--- config.mk ---
export PLATFORM = sky130hd
export DESIGN_NAME = poe_strap_addr_map
export DESIGN_NICKNAME = d
export VERILOG_FILES = /design/src/poe_pkg.sv /design/src/poe_strap_addr_map.sv
export VERILOG_INCLUDE_DIRS = /design/src
export SDC_FILE = /design/constraint.sdc
export NUM_CORES = 1
export LEC_CHECK = 0
export BUFFER_PORTS_ARGS = -buffer_cell sky130_fd_sc_hd__buf_2
export CORE_ASPECT_RATIO = 1.5
export CORE_MARGIN = 5
export CORE_UTILIZATION = 40
export DETAILED_ROUTE_END_ITERATION = 16
export GPL_TIMING_DRIVEN = 0
export SLEW_MARGIN = 10
export SYNTH_ARGS = -nofsm -noshare
export SYNTH_HDL_FRONTEND = slang
export SYNTH_SLANG_ARGS = --single-unit
--- constraint.sdc ---
create_clock -name pclk -period 3.05 [get_ports pclk]
set_input_delay 0.1525 -clock pclk [delete_from_list [all_inputs] [get_ports pclk]]
set_output_delay 0.1525 -clock pclk [all_outputs]
set_load 0.1 [all_outputs]
--- src/poe_cfg.svh ---
// Constants for the strap capture, slave address and register map of the PoE manager
`ifndef POE_CFG_SVH
`define POE_CFG_SVH

// Fixed upper bits of the seven-bit slave address
`define ADDR_PREFIX   3'b010
// Bits per bus byte
`define BYTE_BITS     4'd8
// Clocks after reset release before the synchronised straps are taken
`define STRAP_SETTLE  2'd2

// Register byte offsets
`define OFF_STATUS    12'h000
`define OFF_PAIR      12'h004
`define OFF_CHAN      12'h008
`define OFF_PORT_LO   12'h00c
`define OFF_PORT_HI   12'h010

// Pairing reset: logical port p uses channels 2p and 2p+1
`define PAIR_RESET    24'hfac688
`define PORT_RESET    8'h00

`endif

--- src/poe_pkg.sv ---
// Types shared by the PoE manager strap and address logic
package poe_pkg;

  typedef struct packed {
    logic       auto_mode;
    logic       four_pair;
    logic [3:0] addr;
  } strap_t;

  typedef enum logic [3:0] {
    st_idle,
    st_addr,
    st_aack,
    st_ptr,
    st_pack,
    st_wdat,
    st_wack,
    st_rdat,
    st_rack
  } i2c_st_t;

endpackage

--- src/poe_strap_addr_map.sv ---
// Strap capture, two-wire slave addressing and port mapping of the PoE manager
//
// The register offsets and the APB slave port were chosen for this implementation.
`timescale 1ns/1ps
`default_nettype none
`include "poe_cfg.svh"

// How it works
// - Mode strap level taken once, then frozen
// - Ground gives semi-auto, supply gives auto
// - Two-pair answers prefix, bits 3..1, forced 0/1
// - Address 0 reaches ports 1-4, 1 reaches 5-8
// - Four-pair answers prefix plus all four bits
// - Four-pair map shows only four logical ports
// - Pair strap picks eight 2-pair or four 4-pair
// - No mix of two-pair and four-pair ports
// - Four-pair port drives its two channels together
// - Any two channels may form a port
// - Slave only, fast-plus rates supported
// - Address taken from four address straps
module poe_strap_addr_map (
  input  wire logic        pclk,
  input  wire logic        presetn,
  input  wire logic        psel,
  input  wire logic        penable,
  input  wire logic        pwrite,
  input  wire logic [11:0] paddr,
  input  wire logic [31:0] pwdata,
  output logic      [31:0] prdata,
  output logic             pready,
  output logic             pslverr,
  input  wire logic        mode_strap,
  input  wire logic        pair_strap,
  input  wire logic        address_strap_bit0,
  input  wire logic        address_strap_bit1,
  input  wire logic        address_strap_bit2,
  input  wire logic        address_strap_bit3,
  input  wire logic        scl_in,
  input  wire logic        sda_in,
  output logic             sda_out_o,
  output logic             sda_out_oe_n,
  output logic             auto_mode,
  output logic             four_pair_mode,
  output logic             straps_valid,
  output logic      [7:0]  chan_en
);

  // ----------------------------------------------------------------
  // Input synchronisers and bus edge detection
  // ----------------------------------------------------------------
  logic [7:0] sync1_q, sync2_q;
  logic       scl_d_q, sda_d_q;
  logic       scl_s, sda_s, mode_s, pair_s;
  logic [3:0] addr_s;
  logic       ev_start, ev_stop, ev_rise, ev_fall;

  always_ff @(posedge pclk or negedge presetn) begin
    if (!presetn) begin
      sync1_q <= 8'hc3;
      sync2_q <= 8'hc3;
      scl_d_q <= 1'b1;
      sda_d_q <= 1'b1;
    end else begin
      sync1_q <= {scl_in, sda_in, mode_strap, pair_strap,
                  address_strap_bit3, address_strap_bit2, address_strap_bit1, address_strap_bit0};
      sync2_q <= sync1_q;
      scl_d_q <= sync2_q[7];
      sda_d_q <= sync2_q[6];
    end
  end

  assign scl_s    = sync2_q[7];
  assign sda_s    = sync2_q[6];
  assign mode_s   = sync2_q[5];
  assign pair_s   = sync2_q[4];
  assign addr_s   = sync2_q[3:0];
  assign ev_start = scl_s & scl_d_q & sda_d_q & ~sda_s;
  assign ev_stop  = scl_s & scl_d_q & ~sda_d_q & sda_s;
  assign ev_rise  = scl_s & ~scl_d_q;
  assign ev_fall  = ~scl_s & scl_d_q;

  // ----------------------------------------------------------------
  // Strap capture
  // ----------------------------------------------------------------
  poe_pkg::strap_t strap_q, strap_d;
  logic [1:0]      settle_q, settle_d;
  logic            strap_done_q, strap_done_d;

  always_comb begin
    strap_d      = strap_q;
    settle_d     = settle_q;
    strap_done_d = strap_done_q;
    if (!strap_done_q) begin
      settle_d = settle_q + 2'd1;
      // Sampled once after reset, never again while running
      if (settle_q == `STRAP_SETTLE) begin
        strap_done_d        = 1'b1;
        strap_d.auto_mode   = mode_s;
        strap_d.four_pair   = pair_s;
        strap_d.addr        = addr_s;
      end
    end
  end

  always_ff @(posedge pclk or negedge presetn) begin
    if (!presetn) begin
      strap_q      <= '0;
      settle_q     <= 2'd0;
      strap_done_q <= 1'b0;
    end else begin
      strap_q      <= strap_d;
      settle_q     <= settle_d;
      strap_done_q <= strap_done_d;
    end
  end

  // ----------------------------------------------------------------
  // Two-wire slave
  // ----------------------------------------------------------------
  poe_pkg::i2c_st_t st_q, st_d;
  logic [3:0]       cnt_q, cnt_d;
  logic [7:0]       sh_q, sh_d, ptr_q, ptr_d, rd_byte, wr_val;
  logic             win_q, win_d, rw_q, rw_d, oe_n_q, oe_n_d;
  logic             hit2, hit4, hit, wr_en, ptr_ok;
  logic [2:0]       idx;
  logic [7:0]       port_ctrl_q [8];
  logic [7:0]       port_ctrl_d [8];

  // Forced low bit selects the four-port portion in two-pair mode
  assign hit2    = sh_q[7:1] == {`ADDR_PREFIX, strap_q.addr[3:1], sh_q[1]};
  assign hit4    = sh_q[7:1] == {`ADDR_PREFIX, strap_q.addr};
  assign hit     = strap_done_q & (strap_q.four_pair ? hit4 : hit2);
  assign ptr_ok  = ptr_q[7:2] == 6'h00;
  assign idx     = {win_q, ptr_q[1:0]};
  assign rd_byte = ptr_ok ? port_ctrl_q[idx] : 8'h00;
  assign wr_val  = sh_q;

  always_comb begin
    st_d   = st_q;
    cnt_d  = cnt_q;
    sh_d   = sh_q;
    ptr_d  = ptr_q;
    win_d  = win_q;
    rw_d   = rw_q;
    oe_n_d = oe_n_q;
    wr_en  = 1'b0;
    if (ev_stop) begin
      st_d   = poe_pkg::st_idle;
      oe_n_d = 1'b1;
    end else if (ev_start) begin
      st_d   = poe_pkg::st_addr;
      cnt_d  = 4'd0;
      oe_n_d = 1'b1;
    end else if (ev_rise) begin
      case (st_q)
        poe_pkg::st_addr, poe_pkg::st_ptr, poe_pkg::st_wdat: begin
          sh_d  = {sh_q[6:0], sda_s};
          cnt_d = cnt_q + 4'd1;
        end
        poe_pkg::st_rack: begin
          if (sda_s) begin
            st_d = poe_pkg::st_idle;
          end
        end
        default: begin
        end
      endcase
    end else if (ev_fall) begin
      case (st_q)
        poe_pkg::st_addr: begin
          if (cnt_q == `BYTE_BITS) begin
            if (hit) begin
              st_d   = poe_pkg::st_aack;
              oe_n_d = 1'b0;
              win_d  = ~strap_q.four_pair & sh_q[1];
              rw_d   = sh_q[0];
            end else begin
              st_d = poe_pkg::st_idle;
            end
          end
        end
        poe_pkg::st_aack: begin
          if (rw_q) begin
            st_d   = poe_pkg::st_rdat;
            sh_d   = rd_byte;
            oe_n_d = rd_byte[7];
            cnt_d  = 4'd1;
          end else begin
            st_d   = poe_pkg::st_ptr;
            oe_n_d = 1'b1;
            cnt_d  = 4'd0;
          end
        end
        poe_pkg::st_ptr: begin
          if (cnt_q == `BYTE_BITS) begin
            ptr_d  = sh_q;
            st_d   = poe_pkg::st_pack;
            oe_n_d = 1'b0;
          end
        end
        poe_pkg::st_wdat: begin
          if (cnt_q == `BYTE_BITS) begin
            wr_en  = ptr_ok;
            st_d   = poe_pkg::st_wack;
            oe_n_d = 1'b0;
          end
        end
        poe_pkg::st_pack, poe_pkg::st_wack: begin
          if (st_q == poe_pkg::st_wack) begin
            ptr_d = ptr_q + 8'd1;
          end
          st_d   = poe_pkg::st_wdat;
          oe_n_d = 1'b1;
          cnt_d  = 4'd0;
        end
        poe_pkg::st_rdat: begin
          if (cnt_q == `BYTE_BITS) begin
            st_d   = poe_pkg::st_rack;
            oe_n_d = 1'b1;
            ptr_d  = ptr_q + 8'd1;
          end else begin
            sh_d   = {sh_q[6:0], 1'b0};
            oe_n_d = sh_q[6];
            cnt_d  = cnt_q + 4'd1;
          end
        end
        poe_pkg::st_rack: begin
          st_d   = poe_pkg::st_rdat;
          sh_d   = rd_byte;
          oe_n_d = rd_byte[7];
          cnt_d  = 4'd1;
        end
        default: begin
          st_d = poe_pkg::st_idle;
        end
      endcase
    end
  end

  always_comb begin
    for (int i = 0; i < 8; i++) begin
      port_ctrl_d[i] = port_ctrl_q[i];
      if (wr_en && idx == 3'(i)) begin
        port_ctrl_d[i] = wr_val;
      end
    end
  end

  always_ff @(posedge pclk or negedge presetn) begin
    if (!presetn) begin
      st_q   <= poe_pkg::st_idle;
      cnt_q  <= 4'd0;
      sh_q   <= 8'h00;
      ptr_q  <= 8'h00;
      win_q  <= 1'b0;
      rw_q   <= 1'b0;
      oe_n_q <= 1'b1;
      for (int i = 0; i < 8; i++) begin
        port_ctrl_q[i] <= `PORT_RESET;
      end
    end else begin
      st_q   <= st_d;
      cnt_q  <= cnt_d;
      sh_q   <= sh_d;
      ptr_q  <= ptr_d;
      win_q  <= win_d;
      rw_q   <= rw_d;
      oe_n_q <= oe_n_d;
      for (int i = 0; i < 8; i++) begin
        port_ctrl_q[i] <= port_ctrl_d[i];
      end
    end
  end

  // ----------------------------------------------------------------
  // Channel enables and APB slave
  // ----------------------------------------------------------------
  logic [23:0] pair_q, pair_d;
  logic [7:0]  chan_q, chan_d, two_vec, four_vec;
  logic [31:0] prdata_q, prdata_d;
  logic        pready_q, pready_d, pslverr_q, pslverr_d, setup, mapped;

  // A logical port switches both of its paired channels, which may be any two
  always_comb begin
    for (int c = 0; c < 8; c++) begin
      two_vec[c]  = port_ctrl_q[c][0];
      four_vec[c] = 1'b0;
      for (int p = 0; p < 4; p++) begin
        four_vec[c] = four_vec[c] | (port_ctrl_q[p][0] &
                      ((pair_q[6*p+:3] == 3'(c)) | (pair_q[6*p+3+:3] == 3'(c))));
      end
    end
    chan_d = strap_q.four_pair ? four_vec : two_vec;
  end

  assign setup  = psel & ~penable;
  assign mapped = paddr == `OFF_STATUS || paddr == `OFF_PAIR || paddr == `OFF_CHAN ||
                  paddr == `OFF_PORT_LO || paddr == `OFF_PORT_HI;

  always_comb begin
    pair_d    = pair_q;
    pready_d  = setup;
    pslverr_d = setup & (~mapped | (pwrite & paddr != `OFF_PAIR));
    prdata_d  = 32'h00000000;
    if (psel && penable && pready_q && pwrite && paddr == `OFF_PAIR) begin
      pair_d = pwdata[23:0];
    end
    if (setup && !pwrite) begin
      case (paddr)
        `OFF_STATUS:  prdata_d = {24'h000000, st_q != poe_pkg::st_idle, strap_done_q, strap_q};
        `OFF_PAIR:    prdata_d = {8'h00, pair_q};
        `OFF_CHAN:    prdata_d = {24'h000000, chan_q};
        `OFF_PORT_LO: prdata_d = {port_ctrl_q[3], port_ctrl_q[2], port_ctrl_q[1], port_ctrl_q[0]};
        `OFF_PORT_HI: prdata_d = {port_ctrl_q[7], port_ctrl_q[6], port_ctrl_q[5], port_ctrl_q[4]};
        default:      prdata_d = 32'h00000000;
      endcase
    end
  end

  always_ff @(posedge pclk or negedge presetn) begin
    if (!presetn) begin
      pair_q    <= `PAIR_RESET;
      chan_q    <= 8'h00;
      prdata_q  <= 32'h00000000;
      pready_q  <= 1'b0;
      pslverr_q <= 1'b0;
    end else begin
      pair_q    <= pair_d;
      chan_q    <= chan_d;
      prdata_q  <= prdata_d;
      pready_q  <= pready_d;
      pslverr_q <= pslverr_d;
    end
  end

  assign prdata         = prdata_q;
  assign pready         = pready_q;
  assign pslverr        = pslverr_q;
  assign sda_out_o      = 1'b0 & oe_n_q;
  assign sda_out_oe_n   = oe_n_q;
  assign auto_mode      = strap_q.auto_mode;
  assign four_pair_mode = strap_q.four_pair;
  assign straps_valid   = strap_done_q;
  assign chan_en        = chan_q;
endmodule
`default_nettype wire

Word-level counts from Yosys, hierarchy flattened
Index checks and enable logic that the tools add are counted.
{"block": "totals", "reg_bits": 184, "latchBits": 0, "mem_bits_rw": 0, "rom_bits": 0, "in_bits": 57, "memories": 0}
{"block": "classes", "addsub": 3, "multipliers": 0, "div_mod_pow": 0, "n_lt_le_gt_ge": 1, "n_eq_ne": 98, "shift": 0, "mux": 56, "n_bitwise": 113, "n_reduce_logical": 48}
{"op": "$pmux 32 s5", "count": 1}
{"op": "$eq 3x3->1 const B", "count": 36}
{"op": "$mux 8", "count": 12}
{"op": "$mux 4", "count": 15}
{"op": "$or 1x1->1", "count": 57}
{"op": "$eq 3x2->1 const B", "count": 18}
{"op": "$pmux 8 s3", "count": 2}
{"op": "$and 1x1->1", "count": 44}
{"op": "$mux 32", "count": 1}
{"op": "$pmux 4 s7", "count": 1}
{"op": "$eq 3x1->1 const B", "count": 9}
{"op": "$logic_not 3->1", "count": 9}
{"op": "$bmux 8 s3", "count": 1}
{"op": "$eq 12x4->1 const B", "count": 2}
{"op": "$reduce_and 7->1", "count": 3}
{"op": "$ne 5x5->1 const B", "count": 4}
{"op": "$mux 1", "count": 19}
{"op": "$eq 4x3->1 const B", "count": 4}
{"op": "$ne 4x4->1 const B", "count": 4}
{"op": "$pmux 4 s4", "count": 1}
{"op": "$logic_and 1x1->1", "count": 13}
{"op": "$eq 12x3->1 const B", "count": 1}
{"op": "$eq 12x5->1 const B", "count": 1}
{"op": "$logic_not 12->1", "count": 1}
{"op": "other kinds (36)", "count": 60}

Depth between registers and ports, before layout
Gate-level depths: netlist of run 1.
{"block": "depth", "word_depth": 11, "mapped_depth": 10, "mapped_depth_nobuf": 8}

Worst setup path after synthesis of run 1
OpenSTA, ideal clock, no wires.
{"block": "synth_path", "path_type": "reg2reg", "start": "register scl_d_q", "end": "register port_ctrl_q[0] in the netlist's numbering", "setup_time_ns": 0.125, "t_arrival_ns": 2.290, "required_ns": 2.925, "slack_ns": 0.636, "stages_incl_launch_ff": 8, "n_path_buf": 0, "synth_period_minus_slack_ns": 2.414, "path_cell_list": "dfstp_2 > inv_1 > ha_1 > nand2b_1 > nor2_1 > nand2_2 > nor4_4 > mux2_2"}
{"block": "synth_via", "elab_chain_cells": 6, "word_cells_on_any_way": 13, "cone_classes": "mux: 4; bitwise: 8; reduce/logical: 1"}
{"element": "start: declaration", "line": "poe_strap_addr_map.sv:52", "text": "logic scl_d_q, sda_d_q;"}
{"element": "start signal: assignment", "line": "poe_strap_addr_map.sv:67", "text": "scl_d_q <= sync2_q[7];"}
{"element": "$and 1x1->1 (tied with other cells)", "line": "poe_strap_addr_map.sv:80", "text": "assign ev_fall = ~scl_s & scl_d_q;"}
{"element": "$mux 1 (tied with other cells)", "line": "poe_strap_addr_map.sv:168", "text": "end else if (ev_fall) begin"}
{"element": "$mux 1 / $and 1x1->1 (equally long branches)", "line": "poe_strap_addr_map.sv:154, poe_strap_addr_map.sv:77"}
{"element": "$mux 1", "line": "poe_strap_addr_map.sv:150", "text": "end else if (ev_start) begin"}
{"element": "$mux 1 (*)", "line": "poe_strap_addr_map.sv:147", "text": "if (ev_stop) begin"}
{"element": "$logic_and 1x1->1 (*)", "line": "poe_strap_addr_map.sv:243", "text": "if (wr_en && idx == 3'(i)) begin"}
{"element": "end signal: indexed assignment", "line": "poe_strap_addr_map.sv:259", "text": "port_ctrl_q[i] <= `PORT_RESET;"}
{"element": "end signal: indexed assignment", "line": "poe_strap_addr_map.sv:270", "text": "port_ctrl_q[i] <= port_ctrl_d[i];"}
{"element": "end: declaration", "line": "poe_strap_addr_map.sv:126", "text": "logic [7:0] port_ctrl_q [8];"}
Every way passes the cells marked *; elsewhere a longest branch is shown, timed or not.
A chain may end at the register's enable or synchronous reset.

Final worst setup path of run 1
{"block": "layout_path", "start": "register win_q", "end": "register port_ctrl_q[21] in the netlist's numbering"}
{"block": "layout_via", "elab_chain_cells": 2}
{"element": "start: declaration", "line": "poe_strap_addr_map.sv:123", "text": "logic win_q, win_d, rw_q, rw_d, oe_n_q, oe_n_d;"}
{"element": "start signal: assignment", "line": "poe_strap_addr_map.sv:266", "text": "win_q <= win_d;"}
{"element": "$eq 3x3->1", "line": "poe_strap_addr_map.sv:243"}
{"element": "$logic_and 1x1->1", "line": "poe_strap_addr_map.sv:243"}
Every way passes these cells.

==> results of run 1 <==
[worst register-to-register path, stage by stage, from the launching register on]
cell and delay, ps:
dfrtp_1 330, clkbuf_1 360, buf_1 620, nand2_1 210, nor4_4 770, mux2_2 420
[repair_timing]
item	CTS	global route
endpoints found under the hold margin	105	0
setup buffers	0	4
endpoints found under the setup margin	0	64
hold buffers	34	0
gates resized for setup	0	1
[logic make-up (layout without fill, tap and decap cells)]
| group | Yosys count | after routing |
|---|---|---|
| fa+ha+maj | 10 | 10 |
| mux | 147 | 147 |
| compound gates | 161 | 161 |
| simple gates | 287 | 287 |
| xor+xnor | 9 | 9 |
| flops | 184 | 184 |
| buf+inv | 94 | 258 |
| other cells | 1 | 1 |
[metal layers]
metal	wire length (um)	share of wire [%]	GRT usage, %	up-vias
li1	-	-	-	3484
met1	10500	37	24.2	3747
met2	15500	55	39.4	179
met3	914	3.3	3.27	61
met4	1190	4.2	10.6	0
met5	0	0	0	-
[layout make-up]
class / count / area (um^2)
clock inverter: 13 / 216
multi-input combinational: 615 / 4530
fill: 2176 / 12100
tap: 319 / 399
timing repair buffer: 132 / 873
buffer: 73 / 299
sequential: 184 / 4630
inverter: 21 / 78.8
clock buffer: 19 / 443
[state kept, by name, indices dropped and copies added, names as in the netlist, 2 cells and up]
| register | count |
|---|---|
| port_ctrl_q | 64 |
| prdata | 32 |
| pair_q | 24 |
| chan_en | 8 |
| ptr_q | 8 |
| sh_q | 8 |
| sync1_q | 8 |
| sync2_q | 8 |
| cnt_q | 4 |
| st_q | 4 |
| strap_q | 4 |
| settle_q | 2 |
[power by group]
| part | total (mW) | switching [mW] | internal [mW] |
|---|---|---|---|
| clock | 2.50 | 1.01 | 1.49 |
| combinational | 0.545 | 0.380 | 0.164 |
| sequential | 2.57 | 0.0625 | 2.51 |
[layout by cell type, fill, tap and decap left out, types with 10 or more instances in the layout]
master	instances
a21oi_1	54
a22oi_1	15
buf_2	97
clkbuf_1	58
clkbuf_16	17
dfrtp_1	161
dfstp_2	23
dlygate4sd3_1	34
ha_1	10
inv_1	19
mux2_2	93
mux2i_1	38
mux4_2	16
nand2_1	56
nand2b_1	14
nand3_1	24
nand3b_1	12
nor2_1	98
nor3_1	25
nor3b_1	13
o21ai_0	43
o22ai_1	10
[final timing paths]
| check | depth (start not counted) | to | slack (ps) |
|---|---|---|---|
| min in group asynchronous | 2 | sync2_q[4] | 300 |
| max in group asynchronous | 3 | pair_q[14] | 1790 |
| worst min register to register | 0 | sync2_q[3] | 350 |
| worst max register to register | 5 | port_ctrl_q[21] | 210 |
| worst max-delay path | 5 | port_ctrl_q[21] | 210 |
| worst min-delay path | 3 | pready | 20 |
[stage by stage]
| step | cell area, um^2 | utilization, % |
|---|---|---|
| floorplan | 9540 | - |
| global placement | 10400 | 44.1 |
| detailed placement | 10400 | 44.3 |
| CTS | 11400 | 48.5 |
| global route | 11500 | 48.7 |
| finish | 11500 | 48.7 |
==> flow_metrics.env, run 1 <==
export IMPL_status="complete, no violations"
export IMPL_grt_start_max_net_pins=96
export IMPL_critical_path_top_delay_family="buffers and inverters"
export IMPL_die_area_um2=27100
export IMPL_worstHoldPathType="primary input to flip-flop"
export IMPL_synth_cells=893
export IMPL_fin_cells=1376
export IMPL_synth_avg_cell_area_um2=10.7
export IMPL_tns_ps=0
export IMPL_hold_path_startpoint="penable"
export IMPL_die_h_um=199
export IMPL_rows=69
export IMPL_synth_xor_area_share_pct=0.827
export IMPL_maxSlewHeadroom_pct=31.2
export IMPL_routabilityCongestion=0.888
export IMPL_rsz0062_at_grt="false"
export IMPL_detail_route_antenna_nets=0
export IMPL_start_util_pct=40.5
export IMPL_antenna_found_initial=0
export IMPL_async_reset_ff_share_pct=100
export IMPL_fin_crit_sh_pct=93.1
export IMPL_routedWlPerCell_um=20.4
export IMPL_syn_area_um2=9540
export IMPL_place_inst=1306
export IMPL_insertion_delay_ps=450
export IMPL_crit_fanout=10
export IMPL_cellPowerDensity_nw_per_um2=489
export IMPL_routed_wl_um=28100
export IMPL_first_pass_iters=5
export IMPL_crit_chain="clkbuf_1 > buf_1 > nand2_1 > nor4_4 > mux2_2"
export IMPL_grt_pass1_wl_um=43900
export IMPL_drv_slew=0
export IMPL_synth_net_count=960
export IMPL_synthDistinctLibCells=58
export IMPL_antenna_cells=0
export IMPL_synth_compound_area_share_pct=10.2
export IMPL_dp_hpwl_um=20200
export IMPL_critPathBufInv=2
export IMPL_clk_pin_slew_ps=70
export IMPL_setup_viol=0
export IMPL_start_kind="flip-flop"
export IMPL_drc=0
export IMPL_synth_simple_area_share_pct=16.3
export IMPL_htreeDepth=4
export IMPL_rr_startpoint="win_q"
export IMPL_vias_per_cell=5.43
export IMPL_hold_viol_final=0
export IMPL_root_buffer="clkbuf_16"
export IMPL_io_pins=104
export IMPL_tritoncts="done"
export IMPL_clock_skew_ps=10.8
export IMPL_irDropWorstVdd_uv=428
export IMPL_slowest_delay_ps=770
export IMPL_synth_largest_area_cell="dfrtp_1"
export IMPL_holdWs_ps=21.4
export IMPL_synth_edf_count=0
export IMPL_track_usage_pct=21.5
export IMPL_numClockSinks=184
export IMPL_synth_fa_ha_area_share_pct=1.31
export IMPL_finalPower_mw=5.61
export IMPL_drt_iter0_markers=497
export IMPL_seq_area_frac_synth_pct=48.6
export IMPL_port_buffers=93
export IMPL_crit_path_end_kind="flip-flop"
export IMPL_dp_slack_ps=61.5
export IMPL_ys_warn_count=0
export IMPL_first_global_vias=7656
export IMPL_cp_arrival_ps=3170
export IMPL_synth_top_family_by_area="multiplexers"
export IMPL_yosys_top_cells_area="dfrtp_1, mux2_2, dfstp_2"
export IMPL_overflow=0
export IMPL_synthMuxAreaShare_pct=18.8
export IMPL_tightest_slew_ps=1030
export IMPL_setup_ws_ps=211
export IMPL_fp_coreArea_um2=23600
export IMPL_crit_start="win_q"
export IMPL_fmax_mhz=352
export IMPL_cpMaxStageDelayCell="nor4_4"
export IMPL_min_period_ps=2840
export IMPL_crit_type="flip-flop to flip-flop"
export IMPL_drive_gt1_share_pct=26.9
export IMPL_die_w_um=136
export IMPL_numCtsBuffers=17
export IMPL_layout_nets=1111
export IMPL_cap_violations=0
export IMPL_cp_required_ps=3380
export IMPL_synth_most_common_cell="dfrtp_1"
export IMPL_syn2layout_area_growth_pct=20.3
export IMPL_dr_total_vias=7471
export IMPL_yosys_top_cells_count="dfrtp_1, nor2_1, mux2_2, clkbuf_1, nand2_1"
export IMPL_p_leak_nw=5.01
export IMPL_synth_top_area_share_pct=42.3
export IMPL_ctsLongestPathBuffers=2
export IMPL_synth_ff_type="dfrtp_1"
export IMPL_ys_seq_elements=184
No activity file was read; power rests on OpenSTA's default activity.
==> run 2, diff against run 1 <==
Settings changed: CTS_CLUSTER_DIAMETER from default to 40, MAX_ROUTING_LAYER from default to met4, RECOVER_POWER from default to 50.
==> run 2 against run 1 <==
Net effect:
- the run now ends with capacitance limit, slew limit left
- routed wire length decreased by 0.56%
- highest routed layer unchanged
- first-iteration DRC count decreased by 3.4%
- power decreased by 6.1%
- sequential power about the same
- critical path depth increased by 2
- combinational power about the same
- clock power decreased by 14%
- non-clock buffer count decreased by 2
==> flow_metrics.env, run 2 (same netlist as run 1, synthesis figures left out) <==
export IMPL_status="finished with violations"
export IMPL_violations="capacitance limit, slew limit"
export IMPL_irDropWorstVdd_uv=451
export IMPL_vias_per_cell=5.48
export IMPL_first_pass_iters=5
export IMPL_clock_skew_ps=7.74
export IMPL_fmax_mhz=342
export IMPL_clk_pin_slew_ps=70
export IMPL_cts_resized=0
export IMPL_dr_wl_met3_um=999
export IMPL_port_buffers=93
export IMPL_drv_slew=95
export IMPL_drt_iter0_markers=480
export IMPL_cp_required_ps=3380
export IMPL_routabilityCongestion=0.918
export IMPL_grt_pass1_wl_um=43700
export IMPL_dr_total_vias=7523
export IMPL_tritoncts="done"
export IMPL_place_inst=1306
export IMPL_maxSlewHeadroom_pct=-59.1
export IMPL_dpl_instance_area_um2=10400
export IMPL_htreeDepth=4
export IMPL_highest_layer="met4"
export IMPL_rows=69
export IMPL_worstHoldPathType="primary input to flip-flop"
export IMPL_ctsLongestPathBuffers=2
export IMPL_first_global_vias=7791
export IMPL_tightest_slew_ps=2390
export IMPL_die_w_um=136
export IMPL_drc=0
export IMPL_fillers=2246
export IMPL_min_period_ps=2920
export IMPL_start_util_pct=40.5
export IMPL_detail_route_antenna_nets=0
export IMPL_finalPower_mw=5.27
export IMPL_dp_hpwl_um=20300
export IMPL_track_usage_pct=22.0
export IMPL_rsz0062_at_grt="false"
export IMPL_largest_reg_flops=64
export IMPL_overflow=0
export IMPL_setup_ws_ps=125
export IMPL_layout_commonest_cell="dfrtp_1"
export IMPL_antenna_found_initial=0
export IMPL_routedWlPerCell_um=20.3
export IMPL_syn2layout_area_growth_pct=18.6
export IMPL_design_area_um2=11300
export IMPL_crit_type="flip-flop to flip-flop"
export IMPL_numClockSinks=184
export IMPL_wl_met2_um=15300
export IMPL_insertion_delay_ps=450
export IMPL_wl_met1_um=10400
export IMPL_regMostFlops="port_ctrl_q"
export IMPL_numCtsBuffers=17
export IMPL_dp_slack_ps=50.3
export IMPL_p_leak_nw=4.81
export IMPL_mostFrequentLayoutCells="dfrtp_1, nor2_1, mux2_2"
export IMPL_fp_coreArea_um2=23600
export IMPL_holdWs_ps=24.6
export IMPL_grt_start_max_net_pins=96
export IMPL_fin_cells=1374
export IMPL_routed_wl_um=27900
export IMPL_crit_fanout=9
export IMPL_start_kind="flip-flop"
export IMPL_antenna_cells=0
export IMPL_cap_violations=1
export IMPL_root_buffer="clkbuf_16"
export IMPL_crit_path_end_kind="flip-flop"
export IMPL_hold_viol_final=0
export IMPL_cp_arrival_ps=3250
export IMPL_io_pins=104
export IMPL_layout_nets=1109
export IMPL_setup_viol=0
export IMPL_drive_gt1_share_pct=23.5
export IMPL_cellPowerDensity_nw_per_um2=466
export IMPL_fin_crit_sh_pct=95.9
export IMPL_die_area_um2=27100
export IMPL_die_h_um=199
[run 2: metal layers]
metal,vias up,global-route usage (%)
met5,-,-
met4,0,10.5
met3,64,3.05
met2,228,39.8
met1,3748,23.5
li1,3483,-
[run 2: where the power goes]
part / switching [mW] / internal (mW) / total, mW
registers: 0.0618 / 2.51 / 2.57
logic: 0.380 / 0.163 / 0.543
clock network: 1.05 / 1.10 / 2.16
total: 1.50 / 3.77 / 5.27
[run 2: repair_timing]
action / 4_1_cts / 5_1_grt
buffers inserted: 0 / 2
hold buffers: 34 / 0
hold endpoints to repair: 111 / 0
setup endpoints to repair: 0 / 64
[run 2: final cells by class]
cell class	count	area, um^2	share of cell area (%)
plain buffers	73	298	2.63
flip-flops and latches	184	4630	41.0
repair buffers	130	808	7.15
multi-input cells	615	4520	40.0
inverters	21	78.8	0.697
clock inverters	14	129	1.14
clock buffers	18	439	3.88
well taps	319	399	3.53
[run 2: worst paths after layout]
path / start / endpoint / slack [ps] / cells after the start
setup / recovery: scl_d_q / port_ctrl_q[22] / 130 / 7
hold / removal: penable / pslverr / 20 / 3
setup reg to reg: scl_d_q / port_ctrl_q[22] / 130 / 7
hold reg to reg: sync1_q[4] / sync2_q[4] / 350 / 0
max in group asynchronous: presetn / port_ctrl_q[14] / 660 / 2
min in group asynchronous: presetn / sync2_q[4] / 980 / 2
[run 2: critical path, stage by stage, from the launching register on]
cell      delay [ps]
dfstp_2          550
inv_1             40
ha_1             230
nand2b_1         220
nor2_1           270
nand2_2          330
nor4_4           740
mux2_2           410
[run 2: per-stage QoR]
| stage | util [%] | setup TNS [ps] |
|---|---|---|
| global route | 48.0 | 0 |
| CTS | 48.1 | 0 |
| floorplan | - | 0 |
| global placement | 44.1 | -199420 |
| detailed placement | 44.3 | 0 |
| finish | 48.0 | 0 |
